### src/eoc_pkg.sv
// constants, field layout and state type of the external oscillator control block
package eoc_pkg;
   // register indices; byte address is four times the index
   localparam logic [9:0] EOC_CTRL_IDX = 10'h0B1;
   localparam logic [9:0] EOC_STAT_IDX = 10'h0B2;
   localparam logic [9:0] EOC_MASK_IDX = 10'h0B3;
   localparam logic [7:0] EOC_CTRL_RST = 8'h00;
   localparam logic [1:0] EOC_STAT_RST = 2'h0;
   localparam logic [1:0] EOC_MASK_RST = 2'h0;
   // control register field positions
   localparam int EOC_VALID_BIT = 7;
   localparam int EOC_MODE_HI = 6;
   localparam int EOC_MODE_LO = 4;
   localparam int EOC_FREQ_HI = 2;
   localparam int EOC_FREQ_LO = 0;
   // mode encodings; 00x is off
   localparam logic [2:0] EOC_MODE_CMOS = 3'h2;
   localparam logic [2:0] EOC_MODE_CMOS_DIV2 = 3'h3;
   localparam logic [2:0] EOC_MODE_RC = 3'h4;
   localparam logic [2:0] EOC_MODE_CAP = 3'h5;
   localparam logic [2:0] EOC_MODE_XTAL = 3'h6;
   localparam logic [2:0] EOC_MODE_XTAL_DIV2 = 3'h7;
   // event bits of status and mask
   localparam int EOC_EV_RISE = 0;
   localparam int EOC_EV_FALL = 1;

   typedef struct packed {
      logic [2:0] mode;
      logic [2:0] freq;
      logic valid;
      logic [1:0] settle_sync;
      logic [1:0] sense_sync;
      logic sense_prev;
      logic osc_clk;
      logic [1:0] status;
      logic [1:0] mask;
      logic irq;
      logic ack;
      logic [31:0] rdat;
      logic in_claim;
      logic out_claim;
   } eoc_state_t;

   function automatic logic eoc_is_on(input logic [2:0] m);
      return m[2] | m[1];
   endfunction : eoc_is_on

   function automatic logic eoc_is_xtal(input logic [2:0] m);
      return m[2] & m[1];
   endfunction : eoc_is_xtal

   function automatic logic eoc_is_div2(input logic [2:0] m);
      return (m == EOC_MODE_CMOS_DIV2) || (m == EOC_MODE_XTAL_DIV2);
   endfunction : eoc_is_div2
endpackage : eoc_pkg

### src/eoc_ext_osc_ctrl.sv
// external oscillator control: mode register, pin claims, clock pick-up, valid flag, irq
//
// Decided for this implementation: the Wishbone slave port.
`timescale 1ns/10ps
module eoc_ext_osc_ctrl
   import eoc_pkg::*;
(
   input wire logic clock,
   input wire logic rst_n,
   input wire logic wb_cyc_i,
   input wire logic wb_stb_i,
   input wire logic wb_we_i,
   input wire logic [11:0] wb_adr_i,
   input wire logic [3:0] wb_sel_i,
   input wire logic [31:0] wb_dat_i,
   output logic [31:0] wb_dat_o,
   output logic wb_ack_o,
   input wire logic osc_settled,
   input wire logic osc_sense,
   output logic osc_clk_out,
   output logic osc_input_pin_claim,
   output logic osc_output_pin_claim,
   output logic irq
);

   eoc_state_t s;
   eoc_state_t n;
   logic req;
   logic wr;
   logic hit_ctrl;
   logic hit_stat;
   logic hit_mask;
   logic sense_rise;
   logic [1:0] events;
   logic [7:0] ctrl_view;

   always_comb
   begin
      req = wb_cyc_i & wb_stb_i;
      // a write lands on the edge the master sees ack
      wr = req & wb_we_i & s.ack & wb_sel_i[0];
      hit_ctrl = 1'b0;
      hit_stat = 1'b0;
      hit_mask = 1'b0;
      if (wb_adr_i[11:2] == EOC_CTRL_IDX)
      begin
         hit_ctrl = 1'b1;
      end
      else if (wb_adr_i[11:2] == EOC_STAT_IDX)
      begin
         hit_stat = 1'b1;
      end
      else if (wb_adr_i[11:2] == EOC_MASK_IDX)
      begin
         hit_mask = 1'b1;
      end
      sense_rise = s.sense_sync[1] & ~s.sense_prev;
      ctrl_view = {s.valid, s.mode, 1'b0, s.freq};
   end

   always_comb
   begin
      n = s;
      n.settle_sync = {s.settle_sync[0], osc_settled};
      n.sense_sync = {s.sense_sync[0], osc_sense};
      n.sense_prev = s.sense_sync[1];

      // mode and frequency fields; bit 7 and bit 3 ignore writes
      if (wr && hit_ctrl)
      begin
         n.mode = wb_dat_i[EOC_MODE_HI:EOC_MODE_LO];
         n.freq = wb_dat_i[EOC_FREQ_HI:EOC_FREQ_LO];
      end

      // valid only while on and the amplitude detector reports settled
      n.valid = eoc_is_on(n.mode) & s.settle_sync[1];

      // pin claims follow the decoded mode
      n.in_claim = eoc_is_xtal(n.mode);
      n.out_claim = eoc_is_on(n.mode);

      // clock pick-up: follow the pin level or toggle on its rising edge
      if (!eoc_is_on(s.mode))
      begin
         n.osc_clk = 1'b0;
      end
      else if (eoc_is_div2(s.mode))
      begin
         n.osc_clk = s.osc_clk ^ sense_rise;
      end
      else
      begin
         n.osc_clk = s.sense_sync[1];
      end

      // sticky events, write one to clear, set wins over clear
      events[EOC_EV_RISE] = n.valid & ~s.valid;
      events[EOC_EV_FALL] = ~n.valid & s.valid;
      if (wr && hit_stat)
      begin
         n.status = s.status & ~wb_dat_i[1:0];
      end
      n.status = n.status | events;
      if (wr && hit_mask)
      begin
         n.mask = wb_dat_i[1:0];
      end
      n.irq = |(n.status & n.mask);

      // single-cycle answer, unmapped reads return zero
      n.ack = req & ~s.ack;
      n.rdat = 32'h0000_0000;
      if (req && !s.ack && !wb_we_i)
      begin
         if (hit_ctrl)
         begin
            n.rdat = {24'h00_0000, ctrl_view};
         end
         else if (hit_stat)
         begin
            n.rdat = {30'h0000_0000, s.status};
         end
         else if (hit_mask)
         begin
            n.rdat = {30'h0000_0000, s.mask};
         end
      end
   end

   always_ff @(posedge clock or negedge rst_n)
   begin
      if (!rst_n)
      begin
         s <= '0;
         s.mode <= EOC_CTRL_RST[EOC_MODE_HI:EOC_MODE_LO];
         s.freq <= EOC_CTRL_RST[EOC_FREQ_HI:EOC_FREQ_LO];
         s.status <= EOC_STAT_RST;
         s.mask <= EOC_MASK_RST;
      end
      else
      begin
         s <= n;
      end
   end

   assign wb_dat_o = s.rdat;
   assign wb_ack_o = s.ack;
   assign osc_clk_out = s.osc_clk;
   assign osc_input_pin_claim = s.in_claim;
   assign osc_output_pin_claim = s.out_claim;
   assign irq = s.irq;
endmodule : eoc_ext_osc_ctrl

### config.mk
export PLATFORM = sky130hd
export DESIGN_NAME = eoc_ext_osc_ctrl
export DESIGN_NICKNAME = d
export VERILOG_FILES = /design/src/eoc_pkg.sv /design/src/eoc_ext_osc_ctrl.sv
export SDC_FILE = /design/constraint.sdc
export NUM_CORES = 1
export LEC_CHECK = 0
export BUFFER_PORTS_ARGS = -buffer_cell sky130_fd_sc_hd__buf_2
export CELL_PAD_IN_SITES_DETAIL_PLACEMENT = 1
export CELL_PAD_IN_SITES_GLOBAL_PLACEMENT = 1
export CORE_ASPECT_RATIO = 1.4
export CORE_MARGIN = 4
export CORE_UTILIZATION = 27
export DETAILED_ROUTE_END_ITERATION = 8
export HOLD_SLACK_MARGIN = 0.05
export PLACE_DENSITY = 0.72
export SLEW_MARGIN = 20
export SYNTH_ARGS = -nofsm -noshare
export SYNTH_HDL_FRONTEND = slang
export SYNTH_SLANG_ARGS = --single-unit
### constraint.sdc
create_clock -name clock -period 1.5 [get_ports clock]
set_input_delay 0 -clock clock [delete_from_list [all_inputs] [get_ports clock]]
set_output_delay 0 -clock clock [all_outputs]
set_load 0.01 [all_outputs]
==> flow_metrics.tcl, run 1 <==
set metrics [dict create \
    outcome "complete, no violations" \
    leakage_nw 0.916 \
    cts.root.buffer_cell "sky130_fd_sc_hd__clkbuf_8" \
    totalPowerFinal_mw 1.36 \
    timing.slew.headroom_pct 59.1 \
    area_of_combinational_cells_with_multiple_inputs_sq_um 547 \
    timing.max_cap.violations 0 \
    area_growth_syn_to_layout_pct 26.7 \
    finalWeightedCongestion 0.736 \
    final-setup-viol-count 0 \
    std_cell_rows 30 \
    clock_latency_ns 0.27 \
    detail_route.first_pass.iterations 4 \
    hold_viol_final 0 \
    antenna_found_initial 0 \
    syn_avg_cell_area_sq_um 11.3 \
    fin_worst_hold_slack_ns 0.0801 \
    post-route-worst-setup-slack_ns 0.0258 \
    ys_seq_elements 28 \
    cts_htree_levels 1 \
    die_area_sq_um 6300 \
    grt_setup_unrepaired "true" \
    globalRouteOverflowTotal 0 \
    cp-start-kind "register" \
    finClkSkew_ns 0.00198 \
    grt_start_max_net_pins 29 \
    portBuffers 35 \
    cts_tree "built" \
    critPathKind "register to register" \
    post_route_cells_drive_above_1_share_pct 40.1 \
    antenna_cells 0 \
    route.detailed.drc 0 \
    grt_pass1_wl_um 4780 \
    finalCritPeriodShare_pct 98.3 \
    numCtsBuffers 3 \
    num_io_pins 92 \
    global_route.usage.total_pct 9.97 \
    detail_route.wl_per_cell_um 12.2 \
    sequential_cell_area_sq_um 702 \
    synth_top_flop_cell "sky130_fd_sc_hd__dfrtp_1" \
    die_w_um 68.3 \
    synth_seq_area_share_pct 51.0 \
    mappedNetlistArea_sq_um 1370 \
    drt_iter0_markers 8 \
    fin_crit_ns 1.47 \
    critical-path-top-delay-family "flip-flops" \
    core_area_sq_um 4880 \
    report.final.slew_viol_count 0 \
    number_of_global_route_vias_before_repair 1041 \
    maxClockFrequency_mhz 678 \
    mostFrequentLayoutCell "sky130_fd_sc_hd__buf_2" \
    count_of_flip_flops_with_a_built_in_enable_after_synthesis 0 \
    yosys_warnings 0 \
    drt-total-wl_um 2880 \
    critical_path.slowest_cell "sky130_fd_sc_hd__dfrtp_2" \
    worstMarginPinSlew_ns 0.613 \
    initial_standard_cell_utilization_of_the_core_pct 28.1 \
    required_ns 1.71 \
    cp-end-kind "register" \
    worst_hold_path_type "input port to register" \
    power.density_cell_area_nw_per_um2 783 \
    place_area_sq_um 1580 \
    worst-path-buf-inv 0 \
    num_vias 981 \
    crit_fanout 4 \
    worst_ir_drop_vdd_mv 0.400 \
    worstPathArrival_ns 1.68 \
    hpwl_reported_at_the_end_of_detailed_placement_um 2330 \
    cp_slowest_stage_delay_ns 0.40 \
    final_antenna_net_count 0 \
    numClockSinks 28 \
    ys_async_sr_fraction_pct 100 \
    finish.instance_area_sq_um 1740 \
    syn-instance-count 122 \
    clk_pin_slew_ns 0.09 \
    timing.critical_path.cells "nand3_4, nor4_4, mux2i_2, a32o_2, o2bb2ai_2" \
    synth.distinct_cells 29 \
    pre_cts_ws_ns -0.285 \
    most-common-layout-cells "sky130_fd_sc_hd__buf_2, sky130_fd_sc_hd__dfrtp_1, sky130_fd_sc_hd__conb_1, sky130_fd_sc_hd__buf_4, sky130_fd_sc_hd__dlygate4sd3_1" \
    fp.dieH_um 92.4 \
    routed_via_density 4.16 \
    final.fill_count 586 \
    max-clock-path-buffers 2 \
    post_layout_nets 228 \
]
worst min-delay path: cells and delay by family:
family	cells	cell delay, ns
buf+inv	1	0.11
simple gates	2	0.21
timing repair:
item / 4_1_cts / 5_1_grt
setup buffers: 1 / 0
resized for setup: 2 / 0
hold endpoints to repair: 39 / 0
hold buffers: 9 / 0
pin swaps: 2 / 0
endpoints found under the setup margin: 6 / 2
cells by family (layout without fill, tap and decap cells):
logic type / Yosys count / in the layout / share of synthesized area [%]
AO/OA/AOI/OAI: 11 / 11 / 6.02
buffers and inverters: 36 / 62 / 18.6
flip-flops: 28 / 28 / 51.0
multiplexers: 9 / 9 / 7.29
other: 1 / 25 / 0.273
AND/OR/NAND/NOR: 37 / 37 / 16.8
worst paths after layout:
kind	start	endpoint	slack, ns	cells after the start
max reg2reg	wb_ack_o$_DFF_PN0_	irq$_DFF_PN0_	0.03	5
min reg2reg	n[45]$_DFF_PN0_	s[45]$_DFF_PN0_	0.35	0
min	wb_stb_i	wb_ack_o$_DFF_PN0_	0.08	3
min in group asynchronous	rst_n	ctrl_view[4]$_DFFE_PN0N_	0.27	2
max	wb_ack_o$_DFF_PN0_	irq$_DFF_PN0_	0.03	5
max in group asynchronous	rst_n	wb_ack_o$_DFF_PN0_	0.80	2
sequential cells by signal, summed over array words and instances (netlist names):
| name | cells |
|---|---|
| wb_dat_o | 7 |
| osc_clk_out | 1 |
| osc_input_pin_claim | 1 |
| n | 3 |
| osc_output_pin_claim | 1 |
| wb_ack_o | 1 |
| s | 6 |
| irq | 1 |
| ctrl_view | 7 |
final cells by class:
cell class / instances / area share (%)
flip-flops and latches: 28 / 40.4
inverters: 4 / 0.863
clock buffers: 4 / 3.17
well taps: 64 / 4.60
multi-input cells: 82 / 31.4
repair buffers: 54 / 19.6
routing by layer:
layer	part of all wire (%)	vias to the layer above	global-route usage, %
met4	2.4	0	4.48
met2	57	34	17.5
met1	36	480	11.8
met3	4.9	6	0.971
li1	-	461	-
met5	0	-	0
synth_stat cells (all sizes together) (2+ instances only):
| cell type | number | area [sq um] |
|---|---|---|
| a32o | 2 | 21.3 |
| nor4 | 5 | 46.3 |
| nand3 | 2 | 10.0 |
| o21ai | 4 | 20.0 |
| dfrtp | 28 | 701 |
| nand2 | 6 | 22.5 |
| and2 | 6 | 38.8 |
| mux2 | 8 | 90.1 |
| nand4 | 2 | 12.5 |
| inv | 4 | 15.0 |
| a21oi | 2 | 10.0 |
| nor2 | 8 | 30.0 |
| buf | 32 | 240 |
where the power goes:
part	total (mW)	switching (mW)	internal, mW
logic	0.137	0.0827	0.0546
clock network	0.456	0.221	0.235
registers	0.769	0.00561	0.763
per-stage QoR:
stage | std cells | util, % | TNS (ns)
after global routing | 236 | 35.6 | -0.0527
after detailed placement | 222 | 32.3 | -2.98
final | 236 | 35.6 | 0
after CTS | 236 | 35.6 | -0.0123
after global placement | 222 | 32.3 | -2.58
after floorplan | 146 | - | -0.366
Note: power is estimated with default switching activity, not from simulation.
==> run 2, diff against run 1 <==
--- a/config.mk
+++ b/config.mk
@@ -13,7 +13,7 @@
 export CORE_UTILIZATION = 27
 export DETAILED_ROUTE_END_ITERATION = 8
 export HOLD_SLACK_MARGIN = 0.05
-export PLACE_DENSITY = 0.72
+export PLACE_DENSITY = 0.69
 export SLEW_MARGIN = 20
 export SYNTH_ARGS = -nofsm -noshare
 export SYNTH_HDL_FRONTEND = slang
==> constraint.sdc (replaced) <==
create_clock -name clock -period 1.4 [get_ports clock]
set_input_delay 0 -clock clock [delete_from_list [all_inputs] [get_ports clock]]
set_output_delay 0 -clock clock [all_outputs]
set_load 0.01 [all_outputs]
==> flow_metrics.tcl, run 2 (synthesis results as in run 1) <==
set metrics [dict create \
    outcome "complete, but fails checks" \
    failed_checks "setup timing" \
    cp-end-kind "register" \
    mostFrequentLayoutCell "sky130_fd_sc_hd__buf_2" \
    antenna_found_initial 0 \
    global_route.usage.total_pct 10.2 \
    number_of_global_route_vias_before_repair 1145 \
    final-setup-viol-count 8 \
    hpwl_reported_at_the_end_of_detailed_placement_um 2360 \
    numCtsBuffers 3 \
    worst_hold_path_type "input port to register" \
    cts_tree "built" \
    grt_pass1_wl_um 5090 \
    initial_standard_cell_utilization_of_the_core_pct 28.1 \
    pre_cts_ws_ns -0.372 \
    worstPathArrival_ns 1.66 \
    critPathKind "register to register" \
    maxClockFrequency_mhz 689 \
    critical_path.slowest_cell "sky130_fd_sc_hd__dfrtp_2" \
    max-clock-path-buffers 2 \
    worstMarginPinSlew_ns 0.625 \
    post_layout_nets 229 \
    cts_htree_levels 1 \
    cp-start-kind "register" \
    power.density_cell_area_nw_per_um2 810 \
    cp_slowest_stage_delay_ns 0.40 \
    portBuffers 35 \
    cts.root.buffer_cell "sky130_fd_sc_hd__clkbuf_8" \
    final_antenna_net_count 0 \
    finalCritPeriodShare_pct 104 \
    crit_fanout 4 \
    route.detailed.drc 0 \
    totalPowerFinal_mw 1.42 \
    std_cell_rows 30 \
    fin_tns_setup_ns -0.193 \
    timing.max_cap.violations 0 \
    routed_via_density 4.13 \
    leakage_nw 0.916 \
    grt_setup_unrepaired "true" \
    detail_route.wl_per_cell_um 12.5 \
    clk_pin_slew_ns 0.10 \
    most-common-layout-cells "sky130_fd_sc_hd__buf_2, sky130_fd_sc_hd__dfrtp_1, sky130_fd_sc_hd__conb_1, sky130_fd_sc_hd__buf_4, sky130_fd_sc_hd__dlygate4sd3_1" \
    grt_start_max_net_pins 29 \
    drt-total-wl_um 2960 \
    area_growth_syn_to_layout_pct 27.6 \
    critical-path-top-delay-family "flip-flops" \
    post_route_cells_drive_above_1_share_pct 41.0 \
    worst_ir_drop_vdd_mv 0.335 \
    core_area_sq_um 4880 \
    timing.slew.headroom_pct 58.3 \
    hold_viol_final 0 \
    die_area_sq_um 6300 \
    timing.critical_path.cells "nand3_4, nor4_4, mux2i_2, a32o_2, o2bb2ai_2" \
    globalRouteOverflowTotal 0 \
    finClkSkew_ns 0.0135 \
    worst_r2r_startpoint "wb_ack_o$_DFF_PN0_" \
    worstSetupStartpoint "wb_ack_o$_DFF_PN0_" \
    num_vias 979 \
    fin_crit_ns 1.45 \
    antenna_cells 0 \
    ff_to_ff_setup_slack_ns -0.05 \
    fp.dieH_um 92.4 \
    clock_latency_ns 0.27 \
    detail_route.first_pass.iterations 4 \
    post-route-worst-setup-slack_ns -0.0508 \
    report.final.slew_viol_count 0 \
    die_w_um 68.3 \
    drt_iter0_markers 29 \
    worst-path-buf-inv 0 \
    required_ns 1.61 \
    finalWeightedCongestion 0.746 \
    hold_path.startpoint "wb_we_i" \
    numClockSinks 28 \
    num_io_pins 92 \
]
==> run 2: cell type report <==
cell class / count / area (sq um)
clock buffers: 4 / 45.0
fillers: 582 / 3130
inverters: 4 / 15.0
multi-input cells: 82 / 556
flip-flops and latches: 28 / 702
well taps: 64 / 80.1
repair buffers: 55 / 354
==> run 2: layer usage <==
| layer | GRT usage (%) | wire (um) | vias to the layer above |
|---|---|---|---|
| li1 | - | - | 463 |
| met1 | 11.9 | 1130 | 485 |
| met2 | 19.0 | 1700 | 29 |
| met3 | 2.06 | 124 | 2 |
| met4 | 1.49 | 9 | 0 |
| met5 | 0 | 0 | - |
==> run 2: power breakdown <==
group | internal, mW | switching [mW] | leakage, nW
combinational | 0.0653 | 0.0914 | 0.521
clock | 0.203 | 0.236 | 0.0228
sequential | 0.818 | 0.00562 | 0.372
==> run 2: stage by stage <==
step	utilization (%)	std cells	hold WS, ns	area, sq um
2_1_floorplan	-	146	-0.296	1490
3_3_place_gp	32.6	224	0.0490	1590
3_5_place_dp	32.6	224	0.0580	1590
4_1_cts	35.8	237	0.107	1750
5_1_grt	35.9	237	0.129	1750
6_report	35.9	237	0.101	1750
==> run 2: worst paths after layout <==
check,cells after the start,to
worst max-delay path,5,irq$_DFF_PN0_
worst min-delay path,4,wb_dat_o[0]$_DFF_PN0_
worst max register to register,5,irq$_DFF_PN0_
worst min register to register,0,n[41]$_DFF_PN0_
max in group asynchronous,2,wb_ack_o$_DFF_PN0_
min in group asynchronous,2,wb_ack_o$_DFF_PN0_
==> run 2: repair_timing <==
action	in CTS	in global routing
buffers inserted	0	0
setup endpoints to repair	15	14
hold buffers	9	0
pin swaps	5	1
resized for setup	5	1
hold endpoints to repair	39	0
==> run 2: worst register-to-register path, delay by kind of cell (launching register included) <==
kind | cells | cell delay (ns)
DFF | 1 | 0.40
and+or+nand+nor | 2 | 0.32
AOI/OAI and AO/OA | 2 | 0.32
muxes | 1 | 0.34
==> run 3, diff against run 2 <==
--- a/config.mk
+++ b/config.mk
@@ -5,10 +5,11 @@
 export SDC_FILE = /design/constraint.sdc
 export NUM_CORES = 1
 export LEC_CHECK = 0
+export ABC_CLOCK_PERIOD_IN_PS = 1400
 export BUFFER_PORTS_ARGS = -buffer_cell sky130_fd_sc_hd__buf_2
 export CELL_PAD_IN_SITES_DETAIL_PLACEMENT = 1
 export CELL_PAD_IN_SITES_GLOBAL_PLACEMENT = 1
-export CORE_ASPECT_RATIO = 1.4
+export CORE_ASPECT_RATIO = 1.75
 export CORE_MARGIN = 4
 export CORE_UTILIZATION = 27
 export DETAILED_ROUTE_END_ITERATION = 8
==> flow_metrics.tcl, run 3 (synthesis results as in run 1) <==
set metrics [dict create \
    min_path_cells 4 \
    area_growth_syn_to_layout_pct 28.0 \
    worstMarginPinSlew_ns 0.607 \
    place_area_sq_um 1590 \
    fin_crit_ns 1.46 \
    cts.root.buffer_cell "sky130_fd_sc_hd__clkbuf_8" \
    critPathKind "register to register" \
    leakage_nw 0.940 \
    max-clock-path-buffers 2 \
    grt_start_max_net_pins 29 \
    cp_slowest_stage_delay_ns 0.40 \
    worst_ir_drop_vdd_mv 0.560 \
    path_depth 5 \
    numClockSinks 28 \
    global_route.usage.total_pct 9.32 \
    post-route-worst-setup-slack_ns -0.0563 \
    clock_latency_ns 0.27 \
    antenna_found_initial 0 \
    detail_route.first_pass.iterations 4 \
    grt_pass1_wl_um 4600 \
    placed_cells 215 \
    failed_checks "setup timing" \
    fin_worst_hold_slack_ns 0.101 \
    finClkSkew_ns 0.00231 \
    most-common-layout-cells "sky130_fd_sc_hd__buf_2, sky130_fd_sc_hd__dfrtp_1, sky130_fd_sc_hd__conb_1, sky130_fd_sc_hd__buf_4, sky130_fd_sc_hd__dlygate4sd3_1" \
    crit_fanout 4 \
    final_antenna_net_count 0 \
    outcome "complete, but fails checks" \
    die_w_um 61.9 \
    cts_htree_levels 1 \
    report.final.slew_viol_count 0 \
    clk_pin_slew_ns 0.09 \
    totalPowerFinal_mw 1.47 \
    detail_route.wl_per_cell_um 12.5 \
    num_vias 984 \
    worst-path-buf-inv 0 \
    critical-path-top-delay-family "flip-flops" \
    timing.reg2reg.worst_path_depth 5 \
    post_layout_nets 230 \
    core_area_sq_um 4930 \
    fp.dieH_um 102 \
    power.density_cell_area_nw_per_um2 837 \
    drt-total-wl_um 2850 \
    cts_tree "built" \
    cp-end-kind "register" \
    worstPathArrival_ns 1.66 \
    finalWeightedCongestion 0.752 \
    num_io_pins 92 \
    cp-start-kind "register" \
    post_route_cells_drive_above_1_share_pct 40.8 \
    initial_standard_cell_utilization_of_the_core_pct 27.8 \
    required_ns 1.60 \
    timing.max_cap.violations 0 \
    worst_hold_path_type "input port to register" \
    numCtsBuffers 3 \
    portBuffers 35 \
    globalRouteOverflowTotal 0 \
    die_area_sq_um 6330 \
    grt_setup_unrepaired "true" \
    drt_iter0_markers 2 \
    finish.instance_area_sq_um 1760 \
    hold_viol_final 0 \
    hpwl_reported_at_the_end_of_detailed_placement_um 2380 \
    maxClockFrequency_mhz 687 \
    fin_tns_setup_ns -0.372 \
    std_cell_rows 34 \
    final-setup-viol-count 13 \
    fin_cells 228 \
    mostFrequentLayoutCell "sky130_fd_sc_hd__buf_2" \
    number_of_global_route_vias_before_repair 1040 \
    finalCritPeriodShare_pct 104 \
    antenna_cells 0 \
    critical_path.slowest_cell "sky130_fd_sc_hd__dfrtp_2" \
    route.detailed.drc 0 \
    timing.critical_path.cells "nand3_4, nor4_4, mux2i_2, a32o_2, o2bb2ai_2" \
    routed_via_density 4.32 \
    timing.slew.headroom_pct 59.5 \
]
run 3: changes by cell type in the layout (fill, tap and decap cells not counted):
cell                        before  now
sky130_fd_sc_hd__buf_4          11   12
sky130_fd_sc_hd__o21ai_1         0    1
sky130_fd_sc_hd__o21ai_2         1    0
sky130_fd_sc_hd__nand4bb_1       0    1
sky130_fd_sc_hd__nor4_2          1    0
sky130_fd_sc_hd__nand4bb_2       1    0
sky130_fd_sc_hd__nor4_4          2    3
sky130_fd_sc_hd__clkbuf_1        1    0
sky130_fd_sc_hd__clkbuf_8        3    4
run 3: final cells by class:
| class | count | area [sq um] |
|---|---|---|
| multi-input combinational | 82 | 556 |
| timing repair buffer | 56 | 362 |
| inverter | 4 | 15.0 |
| clock buffer | 4 | 55.1 |
| fill | 567 | 3180 |
| sequential | 28 | 702 |
| tap | 54 | 67.6 |
run 3: where the power goes:
part / switching [mW] / internal, mW / leakage, nW / total [mW]
Combinational: 0.0920 / 0.0655 / 0.539 / 0.157
Sequential: 0.00619 / 0.818 / 0.372 / 0.824
Clock: 0.237 / 0.251 / 0.0288 / 0.488
Total: 0.335 / 1.13 / 0.940 / 1.47
run 3: tightest hold or removal path: stages:
cell	delay (ns)
sky130_fd_sc_hd__buf_2	0.15
sky130_fd_sc_hd__nor2_1	0.06
sky130_fd_sc_hd__nand2_1	0.07
sky130_fd_sc_hd__nor4_1	0.05
run 3: final timing paths:
kind	endpoint	slack [ns]	startpoint
max	irq$_DFF_PN0_	-0.06	wb_ack_o$_DFF_PN0_
min	wb_dat_o[0]$_DFF_PN0_	0.10	wb_we_i
max reg2reg	irq$_DFF_PN0_	-0.06	wb_ack_o$_DFF_PN0_
min reg2reg	s[45]$_DFF_PN0_	0.36	n[45]$_DFF_PN0_
max in group asynchronous	wb_ack_o$_DFF_PN0_	0.70	rst_n
min in group asynchronous	wb_ack_o$_DFF_PN0_	0.28	rst_n
run 3: timing repair:
| item | in CTS | in global routing |
|---|---|---|
| hold endpoints to repair | 39 | 0 |
| gates resized for setup | 5 | 0 |
| pin swaps | 2 | 2 |
| endpoints found under the setup margin | 15 | 15 |
| buffers inserted | 0 | 0 |
| hold buffers | 9 | 0 |
run 3: routing by layer:
layer | track usage (%) | wire length [um] | up-vias
met4 | 1.63 | 14 | 0
met3 | 1.39 | 161 | 2
met2 | 17.8 | 1610 | 34
li1 | - | - | 465
met1 | 10.5 | 1070 | 483
met5 | 0 | 0 | -
run 3: stage by stage:
stage / setup slack (ns) / util, %
floorplan: -0.261 / -
global placement: -0.335 / 32.2
detailed placement: -0.394 / 32.2
CTS: -0.0994 / 35.6
global route: -0.139 / 35.6
finish: -0.0563 / 35.6
